### config.mk
export PLATFORM = sky130hd
export DESIGN_NAME = mslu_unit
export DESIGN_NICKNAME = d
export VERILOG_FILES = /design/src/mslu_pkg.sv /design/src/mslu_half_mac.sv /design/src/mslu_simd_lanes.sv /design/src/mslu_unit.sv
export SDC_FILE = /design/constraint.sdc
export NUM_CORES = 2
export LEC_CHECK = 0
export BUFFER_PORTS_ARGS = -buffer_cell sky130_fd_sc_hd__buf_2
export CORE_MARGIN = 4
export CORE_UTILIZATION = 65
export DETAILED_ROUTE_END_ITERATION = 12
export PLACE_DENSITY = 0.88
export SYNTH_ARGS = -nofsm -noshare
export SYNTH_HDL_FRONTEND = slang
export SYNTH_SLANG_ARGS = --single-unit
### constraint.sdc
create_clock -name clock -period 1.5 [get_ports clock]
set_clock_uncertainty 0.2 [all_clocks]
set_input_delay 0.3 -clock clock [delete_from_list [all_inputs] [get_ports clock]]
set_output_delay 0.3 -clock clock [all_outputs]
set_load 0.005 [all_outputs]
### src/mslu_pkg.sv
// Shared encodings and constants for the MAC and SIMD lane unit
package mslu_pkg;

  // ----------------------------------------------------------------
  // Instruction fields
  // ----------------------------------------------------------------
  localparam int OPC_LSB     = 0;
  localparam int F3_LSB      = 12;
  localparam int SHAMT_LSB   = 25;
  localparam int VARIANT_LSB = 30;
  localparam int F7_LSB      = 25;

  // ----------------------------------------------------------------
  // Opcode and function codes
  // ----------------------------------------------------------------
  localparam logic [6:0] OPC_HALF    = 7'h5b;
  localparam logic [6:0] OPC_FULL    = 7'h2b;
  localparam logic [2:0] F3_MUL_U    = 3'h5;
  localparam logic [2:0] F3_MUL_S    = 3'h4;
  localparam logic [2:0] F3_MAC_U    = 3'h7;
  localparam logic [2:0] F3_MAC_S    = 3'h6;
  localparam logic [2:0] F3_FULL     = 3'h3;
  localparam logic [6:0] F7_FULL_ACC = 7'h48;
  localparam logic [6:0] F7_FULL_SUB = 7'h49;

  // Variant field: bit 0 picks high halves, bit 1 picks rounding
  localparam int VAR_HIGH_BIT  = 0;
  localparam int VAR_ROUND_BIT = 1;

  // ----------------------------------------------------------------
  // Widths and reset values
  // ----------------------------------------------------------------
  localparam int          XLEN       = 32;
  localparam int          HALF_W     = 16;
  localparam int          BYTE_W     = 8;
  localparam int          IMM_W      = 6;
  localparam logic [31:0] RESULT_RST = 32'h0;

  // Second operand source for packed operations
  typedef enum logic [1:0] {
    MSLU_VECTOR,
    MSLU_SCALAR,
    MSLU_IMMEDIATE
  } mslu_mode_t;

endpackage

### src/mslu_half_mac.sv
// Half-word multiply, optional accumulate, rounding and right shift
`timescale 1ns/1ps
module mslu_half_mac
  import mslu_pkg::*;
(
  // Operands
  input  wire logic [31:0] srcA,
  input  wire logic [31:0] srcB,
  input  wire logic [31:0] accIn,
  // Form selection
  input  wire logic        highHalf,
  input  wire logic        signedOp,
  input  wire logic        roundOn,
  input  wire logic        accumulate,
  input  wire logic [4:0]  shamt,
  // Result
  output logic      [31:0] result
);

  wire logic [15:0]        halfA = highHalf ? srcA[31:16] : srcA[15:0];
  wire logic [15:0]        halfB = highHalf ? srcB[31:16] : srcB[15:0];
  wire logic signed [17:0] extA  = {{2{signedOp & halfA[15]}}, halfA};
  wire logic signed [17:0] extB  = {{2{signedOp & halfB[15]}}, halfB};
  wire logic signed [35:0] prod  = extA * extB;
  wire logic [33:0]        accExt;
  wire logic [33:0]        roundTerm;
  wire logic [33:0]        sum;
  wire logic [33:0]        shifted;

  // Old destination joins only the accumulate forms
  assign accExt = accumulate ? {{2{signedOp & accIn[31]}}, accIn} : 34'h0;
  // Rounding adds half of the discarded weight, nothing at shift zero
  // rounding term
  assign roundTerm = (roundOn && shamt != 5'h0) ? (34'h1 << (shamt - 5'h1)) : 34'h0;
  assign sum       = prod[33:0] + accExt + roundTerm;
  assign shifted   = signedOp ? 34'($signed(sum) >>> shamt) : (sum >> shamt);
  assign result    = shifted[31:0];

endmodule

### src/mslu_simd_lanes.sv
// Packed lane operand builder and wrap-around lane adder
`timescale 1ns/1ps
module mslu_simd_lanes
  import mslu_pkg::*;
(
  // Operands
  input  wire logic [31:0] srcA,
  input  wire logic [31:0] srcB,
  input  wire logic [5:0]  imm,
  // Control
  input  wire logic        halfLanes,
  input  wire mslu_mode_t  mode,
  input  wire logic        immUnsigned,
  input  wire logic        subtract,
  // Result
  output logic      [31:0] result
);

  wire logic [15:0] immExt;
  wire logic [31:0] scalarRep;
  wire logic [31:0] immRep;
  wire logic [31:0] op2;
  wire logic [31:0] halfRes;
  wire logic [31:0] byteRes;

  assign immExt    = immUnsigned ? {10'h0, imm} : {{10{imm[5]}}, imm};
  assign scalarRep = halfLanes ? {2{srcB[15:0]}} : {4{srcB[7:0]}};
  assign immRep    = halfLanes ? {2{immExt}} : {4{immExt[7:0]}};
  assign op2 = (mode == MSLU_SCALAR)    ? scalarRep :
               (mode == MSLU_IMMEDIATE) ? immRep    : srcB;

  // Each lane sum is cut to lane width, carries never cross
  genvar h;
  generate
    for (h = 0; h < 2; h++)
    begin : g_half
      wire logic [15:0] a = srcA[h*16 +: 16];
      wire logic [15:0] b = op2[h*16 +: 16];
      assign halfRes[h*16 +: 16] = subtract ? 16'(a - b) : 16'(a + b);
    end
    for (h = 0; h < 4; h++)
    begin : g_byte
      wire logic [7:0] a = srcA[h*8 +: 8];
      wire logic [7:0] b = op2[h*8 +: 8];
      assign byteRes[h*8 +: 8] = subtract ? 8'(a - b) : 8'(a + b);
    end
  endgenerate

  assign result = halfLanes ? halfRes : byteRes;

endmodule

### src/mslu_unit.sv
// MAC and packed-lane execution unit with registered result
//
// Operation
// - unsigned low mac, logical shift
// - unsigned high mac, logical shift
// - signed low mac, arithmetic shift
// - signed high mac, arithmetic shift
// - rounding adds half of shift weight
// - shift zero means no rounding term
// - full width add or subtract product
// - multiply group decode, shift field
// - variant field picks half and rounding
// - accumulate group decode on same opcode
// - full width accumulate decode
// - four byte or two halfword lanes
// - lanes wrap, no carry flags
// - vector mode pairs matching lanes
// - scalar mode replicates low lane
// - immediate mode replicates extended immediate
// - immediate signed except shuffle ops
// - fixed lane bit positions
// - packed ops need extension enabled
// - mac ops need extension enabled
// - multiply forms skip destination add
`timescale 1ns/1ps
module mslu_unit
  import mslu_pkg::*;
#(
  parameter bit CUSTOM_EXT_ENABLE = 1'b1
)
(
  // Clock and reset
  input  wire logic        clock,
  input  wire logic        rst_b,
  // Issue from decode
  input  wire logic        issueValid,
  input  wire logic [31:0] instr,
  input  wire logic        packedOp,
  // Packed operation controls
  input  wire logic        packedHalf,
  input  wire mslu_mode_t  packedMode,
  input  wire logic [5:0]  packedImm,
  input  wire logic        packedImmUnsigned,
  input  wire logic        packedSub,
  // Register file operands
  input  wire logic [31:0] srcA,
  input  wire logic [31:0] srcB,
  input  wire logic [31:0] srcDest,
  // Result to writeback
  output logic             resultValid,
  output logic      [31:0] resultData,
  output logic             resultUnknown
);

  // ----------------------------------------------------------------
  // Instruction decode
  // ----------------------------------------------------------------
  wire logic [6:0] opcode  = instr[OPC_LSB +: 7];
  wire logic [2:0] funct3  = instr[F3_LSB +: 3];
  wire logic [6:0] funct7  = instr[F7_LSB +: 7];
  wire logic [1:0] variant = instr[VARIANT_LSB +: 2];
  wire logic [4:0] shamt   = instr[SHAMT_LSB +: 5];

  wire logic extOn = CUSTOM_EXT_ENABLE;
  wire logic halfGroup;
  wire logic isMulU;
  wire logic isMulS;
  wire logic isMacU;
  wire logic isMacS;
  wire logic isHalfOp;
  wire logic isFullAcc;
  wire logic isFullSub;
  wire logic isPacked;
  wire logic known;

  assign halfGroup = extOn && !packedOp && opcode == OPC_HALF;
  assign isMulU    = halfGroup && funct3 == F3_MUL_U;
  assign isMulS    = halfGroup && funct3 == F3_MUL_S;
  assign isMacU    = halfGroup && funct3 == F3_MAC_U;
  assign isMacS    = halfGroup && funct3 == F3_MAC_S;
  assign isHalfOp  = isMulU || isMulS || isMacU || isMacS;
  assign isFullAcc = extOn && !packedOp && opcode == OPC_FULL && funct3 == F3_FULL
                     && funct7 == F7_FULL_ACC;
  assign isFullSub = extOn && !packedOp && opcode == OPC_FULL && funct3 == F3_FULL
                     && funct7 == F7_FULL_SUB;
  assign isPacked  = extOn && packedOp;
  assign known     = isHalfOp || isFullAcc || isFullSub || isPacked;

  // ----------------------------------------------------------------
  // Half-word multiply and accumulate
  // ----------------------------------------------------------------
  wire logic [31:0] halfResult;
  wire logic        halfSigned;
  wire logic        halfAccum;

  assign halfSigned = isMulS || isMacS;
  assign halfAccum  = isMacU || isMacS;

  mslu_half_mac u_half_mac (
    .srcA       (srcA),
    .srcB       (srcB),
    .accIn      (srcDest),
    .highHalf   (variant[VAR_HIGH_BIT]),
    .signedOp   (halfSigned),
    .roundOn    (variant[VAR_ROUND_BIT]),
    .accumulate (halfAccum),
    .shamt      (shamt),
    .result     (halfResult)
  );

  // ----------------------------------------------------------------
  // Full width accumulate
  // ----------------------------------------------------------------
  wire logic [63:0] fullProd = srcA * srcB;
  wire logic [31:0] fullResult;

  // low 32 bits of exact result
  assign fullResult = isFullSub ? 32'(srcDest - fullProd[31:0])
                                : 32'(srcDest + fullProd[31:0]);

  // ----------------------------------------------------------------
  // Packed lanes
  // ----------------------------------------------------------------
  wire logic [31:0] packedResult;

  mslu_simd_lanes u_simd_lanes (
    .srcA        (srcA),
    .srcB        (srcB),
    .imm         (packedImm),
    .halfLanes   (packedHalf),
    .mode        (packedMode),
    .immUnsigned (packedImmUnsigned),
    .subtract    (packedSub),
    .result      (packedResult)
  );

  // ----------------------------------------------------------------
  // Result selection and register
  // ----------------------------------------------------------------
  wire logic [31:0] next_resultData;

  assign next_resultData = isPacked                ? packedResult :
                           (isFullAcc || isFullSub) ? fullResult  :
                           isHalfOp                 ? halfResult  : RESULT_RST;

  always_ff @(posedge clock or negedge rst_b)
  begin
    if (!rst_b)
    begin
      resultValid   <= 1'b0;
      resultData    <= RESULT_RST;
      resultUnknown <= 1'b0;
    end
    else
    begin
      resultValid   <= issueValid && known;
      resultUnknown <= issueValid && !known;
      if (issueValid)
      begin
        resultData <= next_resultData;
      end
    end
  end

  wire logic [31:0]        refMulULow = 32'(srcA[15:0]) * 32'(srcB[15:0]);
  wire logic [31:0]        refMacULow = 32'(refMulULow + srcDest);
  wire logic [31:0]        refFull    = 32'(srcA * srcB);
  wire logic [15:0]        refImmHalf = {{10{packedImm[5]}}, packedImm};
  wire logic signed [15:0] lowA       = srcA[15:0];
  wire logic signed [15:0] lowB       = srcB[15:0];
  wire logic signed [15:0] highA      = srcA[31:16];
  wire logic signed [15:0] highB      = srcB[31:16];
  wire logic [33:0]        refMacUL   = 34'(srcA[15:0]) * 34'(srcB[15:0]) + 34'(srcDest);
  wire logic [33:0]        refMacUH   = 34'(srcA[31:16]) * 34'(srcB[31:16]) + 34'(srcDest);
  wire logic signed [33:0] refMacSL   = lowA * lowB + $signed(srcDest);
  wire logic signed [33:0] refMacSH   = highA * highB + $signed(srcDest);
  wire logic signed [33:0] refMulSH   = highA * highB;
endmodule

==> results of run 1 <==
## kinds of logic after synthesis
group	synth area share [%]
other cells	0.00961
mux	3.62
flops	2.18
buf+inv	10.3
simple gates	17.3
xor+xnor	5.84
fa+ha+maj	50.0
compound gates	10.6
## cell usage after synthesis, drive strengths merged (20+ instances only)
| master | number |
|---|---|
| o22ai | 20 |
| o211ai | 26 |
| a21oi | 180 |
| inv | 849 |
| mux2i | 61 |
| and3 | 20 |
| nand2b | 46 |
| buf | 22 |
| o21a | 28 |
| fa | 782 |
| mux2 | 42 |
| or3 | 21 |
| clkbuf | 198 |
| nand2 | 555 |
| o31ai | 20 |
| a31oi | 34 |
| nor2b | 23 |
| xor2 | 81 |
| ha | 309 |
| nor3 | 53 |
| dfrtp | 34 |
| a211oi | 26 |
| nor2 | 315 |
| and2 | 313 |
| nand3 | 44 |
| a21o | 35 |
| xnor2 | 173 |
| o21ai | 140 |
## stage by stage
step / setup TNS, ns / setup slack (ns) / cell area, sq um
floorplan: -203.54 / -6.86 / 39700
global placement: -218.60 / -7.11 / 47700
detailed placement: -231.71 / -7.61 / 47700
CTS: -211.69 / -7.02 / 49600
## routing by layer
layer | GRT usage [%] | GRT overflow
met5 | 29.9 | 0
met4 | 72.3 | 76
met3 | 62.6 | 1
met2 | 86.8 | 91
met1 | 69.7 | 2
## timing repair
| action | 4_1_cts |
|---|---|
| resized for setup | 290 |
| hold buffers | 1 |
| setup buffers | 59 |
| endpoints found under the setup margin | 34 |
| hold endpoints to repair | 34 |
| cloned | 1 |
| pin swaps | 176 |
==> impl_metrics.tcl, run 1 <==
set metrics [dict create \
    yosys_warnings 0 \
    postSynthNetCount 5870 \
    initial_core_util_pct 65.8 \
    place.port_buffers 161 \
    synth_area_sq_um 39000 \
    syn_area_per_cell_sq_um 8.41 \
    grt_first_pass_wirelength_um 348000 \
    first-error "[ERROR GRT-0116] Global routing finished with congestion. Check the congestion regions in the DRC Viewer." \
    synth-edff-count 0 \
    die_height_um 253 \
    fail_step "global routing (5_1_grt)" \
    die_w_um 253 \
    syn-instance-count 4636 \
    clockBufferDepth 2 \
    row_count 89 \
    placedCellCount 6298 \
    outcome "did not finish" \
    floorplan.io_pins 177 \
    global_route.overflow_total 170 \
    pin_count_of_the_biggest_net_entering_global_routing 35 \
    synth_sequential_area_ratio_pct 2.18 \
    synth_area_leader "fa_1" \
    via_count_of_the_first_global_routing_pass 55501 \
    cts_root_buf "clkbuf_16" \
    numCtsBuffers 5 \
    cells_taking_the_most_area_after_synthesis "fa_1, ha_1, inv_1" \
    htreeDepth 2 \
    grt.total_usage_pct 72.3 \
    synth_register_bits 34 \
    gp_routability_congestion 1.15 \
    dpl.hpwl_um 135000 \
    cts.sink_count 34 \
    ys_dominant_reg_cell "dfrtp_1" \
    synth_cell_type_count 97 \
    synth_top_area_share_pct 40.1 \
    synth-async-reset-ratio_pct 100 \
]
==> run 2: changes to the inputs <==
Settings changed: CORE_UTILIZATION 65 to 40, PLACE_DENSITY 0.88 to unset, PLACE_DENSITY_LB_ADDON set to 0.15.
==> impl_metrics.tcl, run 2 <==
set metrics [dict create \
    mostFrequentLayoutCells "buf_4, inv_1, fa_1" \
    critical_path_required_ns 1.49 \
    cells_taking_the_most_area_after_synthesis "fa_1, ha_1, inv_1" \
    timing.max_cap.violations 0 \
    grtUsageMet1_pct 41.3 \
    ant_nets 0 \
    htreeDepth 2 \
    layoutNonFillerInstCount 7001 \
    core-area_sq_um 96700 \
    cts.sink_count 34 \
    wirelength_um 150000 \
    global_route.usage.met3_pct 3.41 \
    grt_first_pass_wirelength_um 231000 \
    grt_antenna_before_repair 7 \
    syn-instance-count 4636 \
    crit_type "input pin to flop" \
    cp_top_family "adder cells" \
    floorplan.io_pins 177 \
    path_buf_inv 6 \
    finalMaxSlewViolations 0 \
    via_count 36420 \
    setup_slack_ns -6.68 \
    cts_root_buf "clkbuf_16" \
    synth-async-reset-ratio_pct 100 \
    finalCritPeriodShare_pct 545 \
    synth_top_area_share_pct 40.1 \
    detailedRoute.firstPassIterationCount 6 \
    largest_reg_flops 32 \
    synth_register_bits 34 \
    global_route.overflow_total 0 \
    drt_iter0_drc 2828 \
    place.port_buffers 161 \
    numCtsBuffers 5 \
    endpoint_kind "flop" \
    initial_core_util_pct 40.3 \
    gp_routability_congestion 0.962 \
    drt_drc_violations_left 0 \
    placedCellCount 6899 \
    synth_cell_type_count 97 \
    design.final.nets 6953 \
    layout.cell_area.non_filler_sq_um 52800 \
    setup.worst_path.start_class "input pin" \
    worst_path_arrival_ns 8.17 \
    fmax_mhz 122 \
    reg_top3 "resultData (32), resultUnknown (1), resultValid (1)" \
    synth_sequential_area_ratio_pct 2.18 \
    slowest_stage "fa_1" \
    setup_viol_count_final 34 \
    finalHoldWorstSlack_ns 0.293 \
    synth_area_leader "fa_1" \
    failing_checks "setup timing" \
    synth_area_sq_um 39000 \
    pin_count_of_the_biggest_net_entering_global_routing 35 \
    syn_area_per_cell_sq_um 8.41 \
    final_period_minus_worst_setup_slack_ns 8.18 \
    die_height_um 320 \
    relSlewSlack_pct 56.7 \
    yosys.cell_count.top_type "inv_1" \
    outcome "finished, violations left" \
    routing_usage_on_met2_pct 47.5 \
    synth-edff-count 0 \
    via_count_of_the_first_global_routing_pass 37961 \
    timing.critical_path.slowest_cell_delay_ns 0.57 \
    cts_tree "built" \
    dpl.hpwl_um 131000 \
    yosys_warnings 0 \
    drt-wirelength-per-cell_um 21.4 \
    ys_dominant_reg_cell "dfrtp_1" \
    worst_slew_pin_slew_ns 0.645 \
    timing.critical_path.mode_cell "fa_1" \
    postSynthNetCount 5870 \
    top_register "resultData" \
    grt_most_used_layer "met2" \
    clockBufferDepth 2 \
    holdCritPathClass "input pin to async pin" \
    insertion_delay_ns 0.30 \
    clkTransAtPathRegs_ns 0.06 \
    design.die.area_sq_um 103000 \
    hold_viol 0 \
    die_w_um 320 \
    synthTopCellsByCount "inv_1, fa_1, nand2_1" \
    placed_area_sq_um 49300 \
    grt.total_usage_pct 29.2 \
    area_growth_syn_to_layout_pct 35.2 \
    rsz0062_at_grt "yes" \
    critPathMaxFanout 7 \
    final_layout_size_suffix_gt1_share_pct 31.1 \
    row_count 114 \
    avgViaCountPerCell 5.20 \
    layout_commonest_cell "buf_4" \
]
-- run 2: worst min-delay path: cells and delay by family --
kind / cells / cell delay (ns)
buf+inv: 3 / 0.86
-- run 2: what timing repair did --
item                       in CTS  in global routing
gates resized for setup       376                163
setup endpoints to repair      34                 34
hold buffers                    1                  0
hold endpoints to repair       34                  0
buffers inserted               68                 28
pin swaps                     257                181
cloned                          1                  1
-- run 2: layout make-up --
class	instances	area [sq um]
Clock inverter	3	68.8
Clock buffer	5	125
Fill cell	9144	44000
Tap cell	1276	1600
Sequential cell	34	851
Antenna cell	5	12.5
Multi-Input combinational cell	3531	36600
Timing Repair Buffer	1296	10300
Inverter	851	3210
-- run 2: per-stage QoR --
| stage | setup TNS [ns] | util, % | worst slack [ns] |
|---|---|---|---|
| floorplan | -203.54 | - | -6.86 |
| global placement | -229.90 | 50.9 | -7.35 |
| detailed placement | -230.16 | 50.9 | -7.47 |
| CTS | -207.93 | 53.6 | -6.67 |
| global route | -215.04 | 54.5 | -7.04 |
| finish | -207.64 | 54.5 | -6.68 |
-- run 2: path summary, 6_finish.rpt --
kind	startpoint	endpoint	slack, ns	cells after the start
hold / removal	rst_b	resultData[10]	0.29	3
setup / recovery	srcB[2]	resultData[30]	-6.68	35
setup reg to reg	resultData[11]	resultData[11]	0.11	6
min in group clock	resultData[0]	resultData[0]	0.30	2
max in group asynchronous	rst_b	resultData[27]	0.59	3
hold reg to reg	resultData[0]	resultData[0]	0.30	2
-- run 2: cell families after synthesis --
family                     synth area share, %
xor gates and xnor gates                  5.84
AOI/OAI and AO/OA                         10.6
adders and majority gates                 50.0
and+or+nand+nor                           17.3
muxes                                     3.62
DFF                                       2.18
buffers and inverters                     10.3
other                                  0.00961
-- run 2: layer usage --
layer  vias to the layer above  routed length, um
met5                         -                 39
met4                         6               5820
met3                       204               9730
met2                      1193              68600
met1                     18338              65800
li1                      16679                  -
Power of run 2 is left out: the tool's default activity adds up to more than one toggle a clock period on the data nets, which glitch-free logic cannot reach.
